### src/design/ara_pkg.sv
// shared constants for the converter range and alarm register bank
package ara_pkg;
  localparam int ADDR_W = 8;
  localparam int DATA_W = 32;
  localparam int RES_W = 16;
  localparam int HYST_W = 8;
  localparam int CODE_W = 4;
  localparam int CLK_HZ = 25000000;
  localparam logic [ADDR_W-1:0] OFF_OUT_CTRL = 8'h10;
  localparam logic [ADDR_W-1:0] OFF_SPAN_CFG = 8'h14;
  localparam logic [ADDR_W-1:0] OFF_ALARM = 8'h20;
  localparam logic [ADDR_W-1:0] OFF_UPPER_LIM = 8'h24;
  localparam logic [ADDR_W-1:0] OFF_LOWER_LIM = 8'h28;
  localparam int SPAN_CODE_LSB = 0;
  localparam int VREF_OFF_BIT = 6;
  localparam int APPEND_LSB = 10;
  localparam int APPEND_W = 2;
  localparam int LIM_LSB = 0;
  localparam int HYST_LSB = 24;
  localparam int HYST_ZERO_W = 2;
  localparam int LIVE_SUP_LOW_BIT = 15;
  localparam int LIVE_SUP_HIGH_BIT = 14;
  localparam int LIVE_IN_LOW_BIT = 11;
  localparam int LIVE_IN_HIGH_BIT = 10;
  localparam int TRIP_SUP_LOW_BIT = 7;
  localparam int TRIP_SUP_HIGH_BIT = 6;
  localparam int TRIP_IN_LOW_BIT = 5;
  localparam int TRIP_IN_HIGH_BIT = 4;
  localparam int ANY_TRIP_BIT = 0;
  localparam int APPEND_HIGH_BIT = 0;
  localparam int APPEND_LOW_BIT = 1;
  localparam logic [CODE_W-1:0] SPAN_RST = 4'h0;
  localparam logic [CODE_W-1:0] SPAN_BI_3 = 4'h0;
  localparam logic [CODE_W-1:0] SPAN_BI_2P5 = 4'h1;
  localparam logic [CODE_W-1:0] SPAN_BI_1P5 = 4'h2;
  localparam logic [CODE_W-1:0] SPAN_BI_1P25 = 4'h3;
  localparam logic [CODE_W-1:0] SPAN_BI_0P625 = 4'h4;
  localparam logic [CODE_W-1:0] SPAN_UNI_3 = 4'h8;
  localparam logic [CODE_W-1:0] SPAN_UNI_2P5 = 4'h9;
  localparam logic [CODE_W-1:0] SPAN_UNI_1P5 = 4'ha;
  localparam logic [CODE_W-1:0] SPAN_UNI_1P25 = 4'hb;
  localparam logic [RES_W-1:0] UPPER_LIM_RST = 16'hffff;
  localparam logic [RES_W-1:0] LOWER_LIM_RST = 16'h0000;
  localparam logic [HYST_W-1:0] HYST_RST = 8'h00;
  localparam logic [APPEND_W-1:0] APPEND_RST = 2'h0;
  localparam logic [DATA_W-1:0] ZERO_WORD = 32'h0000_0000;
  localparam logic [1:0] RESP_OKAY = 2'h0;
  localparam logic [1:0] RESP_SLVERR = 2'h2;
endpackage

### src/design/ara_cmp_if.sv
// carrier between the register bank and the input limit comparator
`timescale 1ns/10ps
interface ara_cmp_if;
  import ara_pkg::*;
  logic [RES_W-1:0] sample;
  logic sample_valid;
  logic [RES_W-1:0] upper_lim;
  logic [RES_W-1:0] lower_lim;
  logic [HYST_W-1:0] hyst;
  logic live_high;
  logic live_low;
  modport bank (output sample, output sample_valid, output upper_lim, output lower_lim, output hyst,
    input live_high, input live_low);
  modport cmp (input sample, input sample_valid, input upper_lim, input lower_lim, input hyst,
    output live_high, output live_low);
endinterface

### src/design/ara_limit_cmp.sv
// input limit comparator with hysteresis, live high and low flags
`timescale 1ns/10ps
module ara_limit_cmp
  import ara_pkg::*;
(
  input wire logic aclk,
  input wire logic aresetn,
  input wire logic ce,
  ara_cmp_if.cmp cif
);
  logic [RES_W:0] band;
  logic [RES_W:0] hi_release;
  logic [RES_W:0] lo_release;

  // only the upper six hysteresis bits count, the two low bits are forced to zero
  assign band = {{(RES_W+1-HYST_W){1'b0}}, cif.hyst[HYST_W-1:HYST_ZERO_W], {HYST_ZERO_W{1'b0}}};
  // 17-bit math so the release points cannot wrap past the code range
  assign hi_release = {1'b0, cif.upper_lim} - band;
  assign lo_release = {1'b0, cif.lower_lim} + band;

  always_ff @(posedge aclk) begin
    if (!aresetn) begin
      cif.live_high <= 1'b0;
    end else if (ce && cif.sample_valid) begin
      if (!cif.live_high && cif.sample > cif.upper_lim) begin
        cif.live_high <= 1'b1;
      end else if (cif.live_high && !hi_release[RES_W] && {1'b0, cif.sample} < hi_release) begin
        cif.live_high <= 1'b0;
      end
    end
  end

  always_ff @(posedge aclk) begin
    if (!aresetn) begin
      cif.live_low <= 1'b0;
    end else if (ce && cif.sample_valid) begin
      if (!cif.live_low && cif.sample < cif.lower_lim) begin
        cif.live_low <= 1'b1;
      end else if (cif.live_low && {1'b0, cif.sample} > lo_release) begin
        cif.live_low <= 1'b0;
      end
    end
  end
endmodule

### src/design/ara_range_alarm_regs.sv
// range configuration and alarm status register bank behind an axi4-lite slave
//
// Design decision made here: the AXI4-Lite register port.
`timescale 1ns/10ps
module ara_range_alarm_regs
  import ara_pkg::*;
(
  input wire logic aclk,
  input wire logic aresetn,
  input wire logic ce,
  input wire logic [ADDR_W-1:0] s_axi_awaddr,
  input wire logic [2:0] s_axi_awprot,
  input wire logic s_axi_awvalid,
  output logic s_axi_awready,
  input wire logic [DATA_W-1:0] s_axi_wdata,
  input wire logic [DATA_W/8-1:0] s_axi_wstrb,
  input wire logic s_axi_wvalid,
  output logic s_axi_wready,
  output logic [1:0] s_axi_bresp,
  output logic s_axi_bvalid,
  input wire logic s_axi_bready,
  input wire logic [ADDR_W-1:0] s_axi_araddr,
  input wire logic [2:0] s_axi_arprot,
  input wire logic s_axi_arvalid,
  output logic s_axi_arready,
  output logic [DATA_W-1:0] s_axi_rdata,
  output logic [1:0] s_axi_rresp,
  output logic s_axi_rvalid,
  input wire logic s_axi_rready,
  input wire logic [RES_W-1:0] sample_data,
  input wire logic sample_valid,
  input wire logic supply_low_pin,
  input wire logic supply_high_pin,
  output logic [CODE_W-1:0] span_code,
  output logic onchip_vref_off,
  output logic [APPEND_W-1:0] frame_live_flags,
  output logic [APPEND_W-1:0] frame_flags_en
);
  ara_cmp_if cif ();

  logic [ADDR_W-1:0] awaddr_reg;
  logic aw_held_reg;
  logic [DATA_W-1:0] wdata_reg;
  logic [DATA_W/8-1:0] wstrb_reg;
  logic w_held_reg;
  logic bvalid_reg;
  logic [1:0] bresp_reg;
  logic rvalid_reg;
  logic [DATA_W-1:0] rdata_reg;
  logic [1:0] rresp_reg;
  logic [CODE_W-1:0] span_reg;
  logic vref_off_reg;
  logic [APPEND_W-1:0] append_live_input_flags;
  logic [RES_W-1:0] input_upper_limit;
  logic [RES_W-1:0] input_lower_limit;
  logic [HYST_W-1:0] input_limit_hysteresis;
  logic sup_low_meta_reg;
  logic sup_low_reg;
  logic sup_high_meta_reg;
  logic sup_high_reg;
  logic latched_supply_low;
  logic latched_supply_high;
  logic latched_input_low;
  logic latched_input_high;
  logic any_latched_alarm;
  logic [APPEND_W-1:0] frame_live_reg;
  logic wr_go;
  logic rd_go;
  logic alarm_read;
  logic [DATA_W-1:0] wr_word;
  logic [DATA_W-1:0] alarm_word;
  logic [DATA_W-1:0] rd_word;
  logic rd_hit;
  logic wr_hit;
  logic [CODE_W-1:0] new_span;
  logic [DATA_W-1:0] span_word;
  logic [DATA_W-1:0] limit_word;
  logic [DATA_W-1:0] lower_word;
  logic [DATA_W-1:0] ctrl_word;
  logic [DATA_W-1:0] limit_merged;
  logic [DATA_W-1:0] lower_merged;
  logic [DATA_W-1:0] ctrl_merged;

  // merge a write into a stored field, byte lane by byte lane
  function automatic logic [DATA_W-1:0] merge(input logic [DATA_W-1:0] old_w, input logic [DATA_W-1:0] new_w,
                                              input logic [DATA_W/8-1:0] strb);
    logic [DATA_W-1:0] res;
    res = old_w;
    for (int i = 0; i < DATA_W/8; i++) begin
      if (strb[i]) begin
        res[i*8 +: 8] = new_w[i*8 +: 8];
      end
    end
    return res;
  endfunction

  function automatic logic span_valid(input logic [CODE_W-1:0] code);
    case (code)
      SPAN_BI_3, SPAN_BI_2P5, SPAN_BI_1P5, SPAN_BI_1P25, SPAN_BI_0P625: span_valid = 1'b1;
      SPAN_UNI_3, SPAN_UNI_2P5, SPAN_UNI_1P5, SPAN_UNI_1P25: span_valid = 1'b1;
      default: span_valid = 1'b0;
    endcase
  endfunction

  function automatic logic known_addr(input logic [ADDR_W-1:0] a);
    known_addr = (a == OFF_OUT_CTRL) || (a == OFF_SPAN_CFG) || (a == OFF_ALARM) ||
                 (a == OFF_UPPER_LIM) || (a == OFF_LOWER_LIM);
  endfunction

  // a tripped flag clears on an alarm read, but a live condition in that cycle sets it again
  function automatic logic trip_next(input logic old_f, input logic clr, input logic live);
    trip_next = (old_f && !clr) || live;
  endfunction

  // write and read channel handshakes; both write halves may arrive in either order
  assign s_axi_awready = ce && !aw_held_reg && !bvalid_reg;
  assign s_axi_wready = ce && !w_held_reg && !bvalid_reg;
  assign s_axi_bvalid = bvalid_reg;
  assign s_axi_bresp = bresp_reg;
  assign s_axi_arready = ce && !rvalid_reg;
  assign s_axi_rvalid = rvalid_reg;
  assign s_axi_rdata = rdata_reg;
  assign s_axi_rresp = rresp_reg;

  assign wr_go = ce && aw_held_reg && w_held_reg && !bvalid_reg;
  assign rd_go = s_axi_arvalid && s_axi_arready;
  assign wr_hit = known_addr(awaddr_reg);
  assign rd_hit = known_addr(s_axi_araddr);
  assign alarm_read = rd_go && (s_axi_araddr == OFF_ALARM);

  always_ff @(posedge aclk) begin
    if (!aresetn) begin
      aw_held_reg <= 1'b0;
      awaddr_reg <= '0;
    end else if (ce) begin
      if (s_axi_awvalid && s_axi_awready) begin
        aw_held_reg <= 1'b1;
        awaddr_reg <= {s_axi_awaddr[ADDR_W-1:2], 2'b00};
      end else if (wr_go) begin
        aw_held_reg <= 1'b0;
      end
    end
  end

  always_ff @(posedge aclk) begin
    if (!aresetn) begin
      w_held_reg <= 1'b0;
      wdata_reg <= ZERO_WORD;
      wstrb_reg <= '0;
    end else if (ce) begin
      if (s_axi_wvalid && s_axi_wready) begin
        w_held_reg <= 1'b1;
        wdata_reg <= s_axi_wdata;
        wstrb_reg <= s_axi_wstrb;
      end else if (wr_go) begin
        w_held_reg <= 1'b0;
      end
    end
  end

  always_ff @(posedge aclk) begin
    if (!aresetn) begin
      bvalid_reg <= 1'b0;
      bresp_reg <= RESP_OKAY;
    end else if (ce) begin
      if (wr_go) begin
        bvalid_reg <= 1'b1;
        bresp_reg <= wr_hit ? RESP_OKAY : RESP_SLVERR;
      end else if (s_axi_bready) begin
        bvalid_reg <= 1'b0;
      end
    end
  end

  // stored fields at their register positions; every other bit stays zero, so reserved bits never store
  always_comb begin
    span_word = ZERO_WORD;
    span_word[SPAN_CODE_LSB +: CODE_W] = span_reg;
    span_word[VREF_OFF_BIT] = vref_off_reg;
    limit_word = ZERO_WORD;
    limit_word[LIM_LSB +: RES_W] = input_upper_limit;
    limit_word[HYST_LSB +: HYST_W] = input_limit_hysteresis;
    lower_word = ZERO_WORD;
    lower_word[LIM_LSB +: RES_W] = input_lower_limit;
    ctrl_word = ZERO_WORD;
    ctrl_word[APPEND_LSB +: APPEND_W] = append_live_input_flags;
  end

  // byte-lane merge done once per register, so each field is a plain slice of a named word
  assign wr_word = merge(span_word, wdata_reg, wstrb_reg);
  assign limit_merged = merge(limit_word, wdata_reg, wstrb_reg);
  assign lower_merged = merge(lower_word, wdata_reg, wstrb_reg);
  assign ctrl_merged = merge(ctrl_word, wdata_reg, wstrb_reg);
  assign new_span = wr_word[SPAN_CODE_LSB +: CODE_W];

  always_ff @(posedge aclk) begin
    if (!aresetn) begin
      span_reg <= SPAN_RST;
      vref_off_reg <= 1'b0;
    end else if (ce && wr_go && awaddr_reg == OFF_SPAN_CFG) begin
      vref_off_reg <= wr_word[VREF_OFF_BIT];
      // an unlisted code would leave the front end undefined, so such a write keeps the old span
      if (span_valid(new_span)) begin
        span_reg <= new_span;
      end
    end
  end

  always_ff @(posedge aclk) begin
    if (!aresetn) begin
      input_upper_limit <= UPPER_LIM_RST;
      input_limit_hysteresis <= HYST_RST;
      input_lower_limit <= LOWER_LIM_RST;
      append_live_input_flags <= APPEND_RST;
    end else if (ce && wr_go) begin
      if (awaddr_reg == OFF_UPPER_LIM) begin
        input_upper_limit <= limit_merged[LIM_LSB +: RES_W];
        input_limit_hysteresis <= limit_merged[HYST_LSB +: HYST_W];
      end
      if (awaddr_reg == OFF_LOWER_LIM) begin
        input_lower_limit <= lower_merged[LIM_LSB +: RES_W];
      end
      if (awaddr_reg == OFF_OUT_CTRL) begin
        append_live_input_flags <= ctrl_merged[APPEND_LSB +: APPEND_W];
      end
    end
  end

  // comparator inputs come straight from same-clock logic
  assign cif.sample = sample_data;
  assign cif.sample_valid = sample_valid;
  assign cif.upper_lim = input_upper_limit;
  assign cif.lower_lim = input_lower_limit;
  assign cif.hyst = input_limit_hysteresis;

  ara_limit_cmp u_cmp (
    .aclk(aclk),
    .aresetn(aresetn),
    .ce(ce),
    .cif(cif.cmp)
  );

  // supply comparators are analog and asynchronous, so two flops first
  always_ff @(posedge aclk) begin
    if (!aresetn) begin
      sup_low_meta_reg <= 1'b0;
      sup_low_reg <= 1'b0;
      sup_high_meta_reg <= 1'b0;
      sup_high_reg <= 1'b0;
    end else if (ce) begin
      sup_low_meta_reg <= supply_low_pin;
      sup_low_reg <= sup_low_meta_reg;
      sup_high_meta_reg <= supply_high_pin;
      sup_high_reg <= sup_high_meta_reg;
    end
  end

  // a live alarm present in the clearing read cycle re-sets its flag, so no event is lost
  always_ff @(posedge aclk) begin
    if (!aresetn) begin
      latched_supply_low <= 1'b0;
      latched_supply_high <= 1'b0;
      latched_input_low <= 1'b0;
      latched_input_high <= 1'b0;
    end else if (ce) begin
      latched_supply_low <= trip_next(latched_supply_low, alarm_read, sup_low_reg);
      latched_supply_high <= trip_next(latched_supply_high, alarm_read, sup_high_reg);
      latched_input_low <= trip_next(latched_input_low, alarm_read, cif.live_low);
      latched_input_high <= trip_next(latched_input_high, alarm_read, cif.live_high);
    end
  end

  assign any_latched_alarm = latched_supply_low || latched_supply_high ||
                             latched_input_low || latched_input_high;

  always_comb begin
    alarm_word = ZERO_WORD;
    alarm_word[LIVE_SUP_LOW_BIT] = sup_low_reg;
    alarm_word[LIVE_SUP_HIGH_BIT] = sup_high_reg;
    alarm_word[LIVE_IN_LOW_BIT] = cif.live_low;
    alarm_word[LIVE_IN_HIGH_BIT] = cif.live_high;
    alarm_word[TRIP_SUP_LOW_BIT] = latched_supply_low;
    alarm_word[TRIP_SUP_HIGH_BIT] = latched_supply_high;
    alarm_word[TRIP_IN_LOW_BIT] = latched_input_low;
    alarm_word[TRIP_IN_HIGH_BIT] = latched_input_high;
    alarm_word[ANY_TRIP_BIT] = any_latched_alarm;
  end

  always_comb begin
    rd_word = ZERO_WORD;
    case (s_axi_araddr)
      OFF_SPAN_CFG: begin
        rd_word[SPAN_CODE_LSB +: CODE_W] = span_reg;
        rd_word[VREF_OFF_BIT] = vref_off_reg;
      end
      OFF_ALARM: rd_word = alarm_word;
      OFF_UPPER_LIM: begin
        rd_word[LIM_LSB +: RES_W] = input_upper_limit;
        rd_word[HYST_LSB +: HYST_W] = input_limit_hysteresis;
      end
      OFF_LOWER_LIM: rd_word[LIM_LSB +: RES_W] = input_lower_limit;
      OFF_OUT_CTRL: rd_word[APPEND_LSB +: APPEND_W] = append_live_input_flags;
      default: rd_word = ZERO_WORD;
    endcase
  end

  always_ff @(posedge aclk) begin
    if (!aresetn) begin
      rvalid_reg <= 1'b0;
      rdata_reg <= ZERO_WORD;
      rresp_reg <= RESP_OKAY;
    end else if (ce) begin
      if (rd_go) begin
        rvalid_reg <= 1'b1;
        rdata_reg <= rd_word;
        rresp_reg <= rd_hit ? RESP_OKAY : RESP_SLVERR;
      end else if (s_axi_rready) begin
        rvalid_reg <= 1'b0;
      end
    end
  end

  // frame append flags, registered so the serializer sees a clean level
  always_ff @(posedge aclk) begin
    if (!aresetn) begin
      frame_live_reg <= '0;
    end else if (ce) begin
      frame_live_reg[APPEND_HIGH_BIT] <= cif.live_high;
      frame_live_reg[APPEND_LOW_BIT] <= cif.live_low;
    end
  end

  assign frame_live_flags = frame_live_reg;
  assign frame_flags_en = append_live_input_flags;
  assign span_code = span_reg;
  assign onchip_vref_off = vref_off_reg;
endmodule

### config.mk
export PLATFORM = sky130hd
export DESIGN_NAME = ara_range_alarm_regs
export DESIGN_NICKNAME = d
export VERILOG_FILES = /design/src/design/ara_pkg.sv /design/src/design/ara_cmp_if.sv /design/src/design/ara_limit_cmp.sv /design/src/design/ara_range_alarm_regs.sv
export SDC_FILE = /design/constraint.sdc
export NUM_CORES = 1
export LEC_CHECK = 0
export BUFFER_PORTS_ARGS = -buffer_cell sky130_fd_sc_hd__buf_2
export CORE_MARGIN = 5
export CORE_UTILIZATION = 61
export CTS_CLUSTER_SIZE = 16
export DETAILED_ROUTE_END_ITERATION = 8
export PLACE_DENSITY = 0.86
export SLEW_MARGIN = 20
export SYNTH_ARGS = -nofsm -noshare
export SYNTH_HDL_FRONTEND = slang
export SYNTH_SLANG_ARGS = --single-unit
### constraint.sdc
create_clock -name aclk -period 7.35 [get_ports aclk]
set_clock_uncertainty 0.15 [all_clocks]
set_input_delay 1.47 -clock aclk [delete_from_list [all_inputs] [get_ports aclk]]
set_output_delay 1.47 -clock aclk [all_outputs]
set_load 0.01 [all_outputs]
==> run_results.csv <==
group,metric,value,unit
floorplan,die_area,14200,um^2
critical_path,startpoint_type,"input pin",
synthesis,synth_edf_count,0,
clock_network,clockBufferDepth,2,
final_layout,fillers,890,
floorplan,die_h,119,um
final_layout,nets,1098,
placed_design,dp_hpwl,13.7,mm
routing,drc,0,
run_status,status,"completed",
critical_path,critical_path_required,5.73,ns
floorplan,num_rows,39,
clock_network,clk_pin_slew,0.05,ns
placed_design,placed_cells,1063,
routing,drtIter0Drc,510,
global_route,antenna_found_initial,0,
final_layout,final_cells,1094,
synthesis,synth_top_area_cell,"dfxtp_1",
flow_run,drv_cap,0,
final_layout,layout-drive-gt1-share,16.3,%
clock_network,worstSkewPairLatency,0.42,ns
critical_path,crit_type,"input pin to output pin",
routing,num_vias,6323,
synthesis,ys_warn_count,0,
global_route,grt_usage,26.1,%
sta,slew_violations,0,
synthesis,yosysTopAreaCellShare,33.7,%
floorplan,io_pins,135,
synthesis,ys_ff_latch,122,
power_and_ir_drop,irDropWorstVdd,168,uV
final_layout,num_antenna_cells,0,
placed_design,numPortBuffers,107,
clock_network,holdBufCountCts,0,
routing,drt-total-wl,18.5,mm
synthesis,synth_top_flop_cell,"dfxtp_1",
sta,final.period_utilization,53.5,%
clock_network,htreeDepth,4,
routing,viasPerCell,5.78,
synthesis,synth.cell_area,7260,um^2
power_and_ir_drop,power,1.62,mW
global_route,grt_pass1_vias,6135,
critical_path,worstPathArrival,2.31,ns
global_route,grt_pass1_wl,30.0,mm
clock_network,cts-resized-gates,0,
floorplan,die_x,119,um
synthesis,avgSynthCellArea,8.60,um^2
synthesis,synth.area.top_cells,"dfxtp_1, ha_1, nand2_1, mux2i_1, a21boi_0",
sta,period_needed,3.93,ns
power_and_ir_drop,p_leak,3.82,nW
sta,hold_violations,0,
routing,post_drt_wl_per_cell,16.9,um
synthesis,synth-async-reset-ratio,0,%
sta,rsz0062_at_grt,"no",
critical_path,path_max_fanout,19,
global_route,grt_start_max_net_pins,88,
clock_network,cts_setup_buffers,0,
clock_network,ctsRootBufferMaster,"clkbuf_16",
routing,ant_nets,0,
sta,tightest_slew,0.987,ns
critical_path,end_kind,"output pin",
sta,maxSlewHeadroom,34.2,%
routing,dr.pass1.iters,5,
synthesis,ys_seq_area_share,33.7,%
sta,setup_viol,0,
power_and_ir_drop,power.density,193,nW/um^2
sta,timing.fmax,254,MHz
floorplan,start_util,63.0,%
min_path,hp-class,"register to register",
sta,finalSetupTns,0,ns
synthesis,syn_inst,844,
clock_network,numCtsBuffers,17,
floorplan,core_area,11500,um^2
clock_network,clkSinkCount,122,
placed_design,gp_congestion,0.950,
synthesis,synthDistinctLibCells,66,
global_route,grt_overflow,0,
final_layout,syn_to_final_growth,15.6,%
clock_network,cts_tree,"yes",
-- synth_stat cells, types with 4 or more instances --
| cell type | n |
|---|---|
| o31ai_1 | 4 |
| nand3_1 | 22 |
| buf_4 | 11 |
| nor2_1 | 25 |
| ha_1 | 72 |
| nand3_2 | 4 |
| nand2_1 | 145 |
| dfxtp_1 | 122 |
| a21boi_0 | 45 |
| clkbuf_1 | 20 |
| nor2b_1 | 43 |
| mux2_2 | 5 |
| inv_1 | 46 |
| a211oi_1 | 12 |
| a22oi_1 | 11 |
| a21boi_1 | 4 |
| and3_1 | 5 |
| nor4_1 | 4 |
| a21oi_1 | 26 |
| o21ai_0 | 33 |
| a221oi_1 | 4 |
| nor3_1 | 11 |
| buf_2 | 6 |
| o211ai_1 | 5 |
| nand4_1 | 12 |
| xnor2_1 | 19 |
| nand2b_1 | 6 |
| a21o_1 | 4 |
| mux2i_1 | 52 |
| and2_1 | 11 |
-- worst paths after layout --
path | from | to | slack (ns) | depth (start not counted)
worst max-delay path | ce | s_axi_wready | 3.42 | 4
worst min-delay path | s_axi_rdata[6]$_SDFFE_PN0P_ | s_axi_rdata[6]$_SDFFE_PN0P_ | 0.30 | 2
worst max register to register | cif.lower_lim[2]$_SDFFE_PN0P_ | u_cmp.cif.live_low$_SDFFE_PN0P_ | 3.69 | 13
worst min register to register | s_axi_rdata[6]$_SDFFE_PN0P_ | s_axi_rdata[6]$_SDFFE_PN0P_ | 0.30 | 2
-- layout by cell type, fill, tap and decap left out, drive strengths merged, types with 3 or more instances in the layout --
| cell | n |
|---|---|
| ha | 72 |
| mux2 | 5 |
| xnor2 | 19 |
| o31ai | 4 |
| clkinv | 3 |
| inv | 46 |
| a21o | 4 |
| a221oi | 4 |
| a211oi | 12 |
| nor2b | 43 |
| o21bai | 3 |
| a21oi | 26 |
| xor2 | 3 |
| o211ai | 5 |
| a22o | 3 |
| o21ai | 35 |
| nand3 | 26 |
| nand2b | 6 |
| clkbuf | 25 |
| mux2i | 52 |
| and3 | 5 |
| dfxtp | 122 |
| nor3 | 14 |
| o21a | 3 |
| a21boi | 49 |
| and2 | 11 |
| a22oi | 11 |
| nand2 | 145 |
| nor4 | 4 |
| conb | 10 |
| and4 | 3 |
| nand4 | 12 |
| nor2 | 26 |
| buf | 108 |
-- power breakdown --
part	switching (mW)	internal, mW
Clock	0.290	0.524
Combinational	0.0689	0.0507
Sequential	0.0112	0.675
-- per-stage QoR --
step	hold slack, ns	setup WS, ns	cell area [um^2]	util, %
after detailed placement	0.289	3.42	7800	67.7
after global placement	0.283	3.42	7800	67.7
after floorplan	0.285	3.80	7290	-
after global routing	0.333	3.33	8390	72.8
final	0.299	3.42	8390	72.8
after CTS	0.301	3.41	8390	72.8
-- layout make-up --
cell class / count / area [um^2] / share of cell area [%]
tap: 143 / 179 / 2.13
timing repair buffer: 108 / 543 / 6.48
sequential: 122 / 2440 / 29.1
clock inverter: 6 / 60.1 / 0.716
clock buffer: 25 / 526 / 6.27
inverter: 46 / 173 / 2.06
multi-input combinational: 644 / 4460 / 53.2
-- critical path: stages --
cell	delay [ns]
buf_2	0.37
nand2b_1	0.15
nor2_1	0.16
buf_2	0.16
-- cells by family (layout without fill, tap and decap cells) --
| kind of cell | after synthesis | after routing | share of synthesized area [%] |
|---|---|---|---|
| AOI/OAI and AO/OA | 173 | 173 | 16.2 |
| xor gates and xnor gates | 22 | 22 | 2.66 |
| adders and majority gates | 74 | 74 | 13.0 |
| buffers and inverters | 87 | 185 | 5.29 |
| DFF | 122 | 122 | 33.7 |
| muxes | 57 | 57 | 7.95 |
| other | 1 | 10 | 0.0517 |
| and+or+nand+nor | 308 | 308 | 21.2 |
-- metal layers --
metal | vias to the layer above | GRT usage, % | part of all wire [%]
li1 | 3137 | - | -
met1 | 2934 | 32.5 | 43
met2 | 213 | 43.6 | 48
met3 | 39 | 5.83 | 6.2
met4 | 0 | 10.9 | 2.9
met5 | - | 0 | 0
Power figures use the tool's default switching activity.
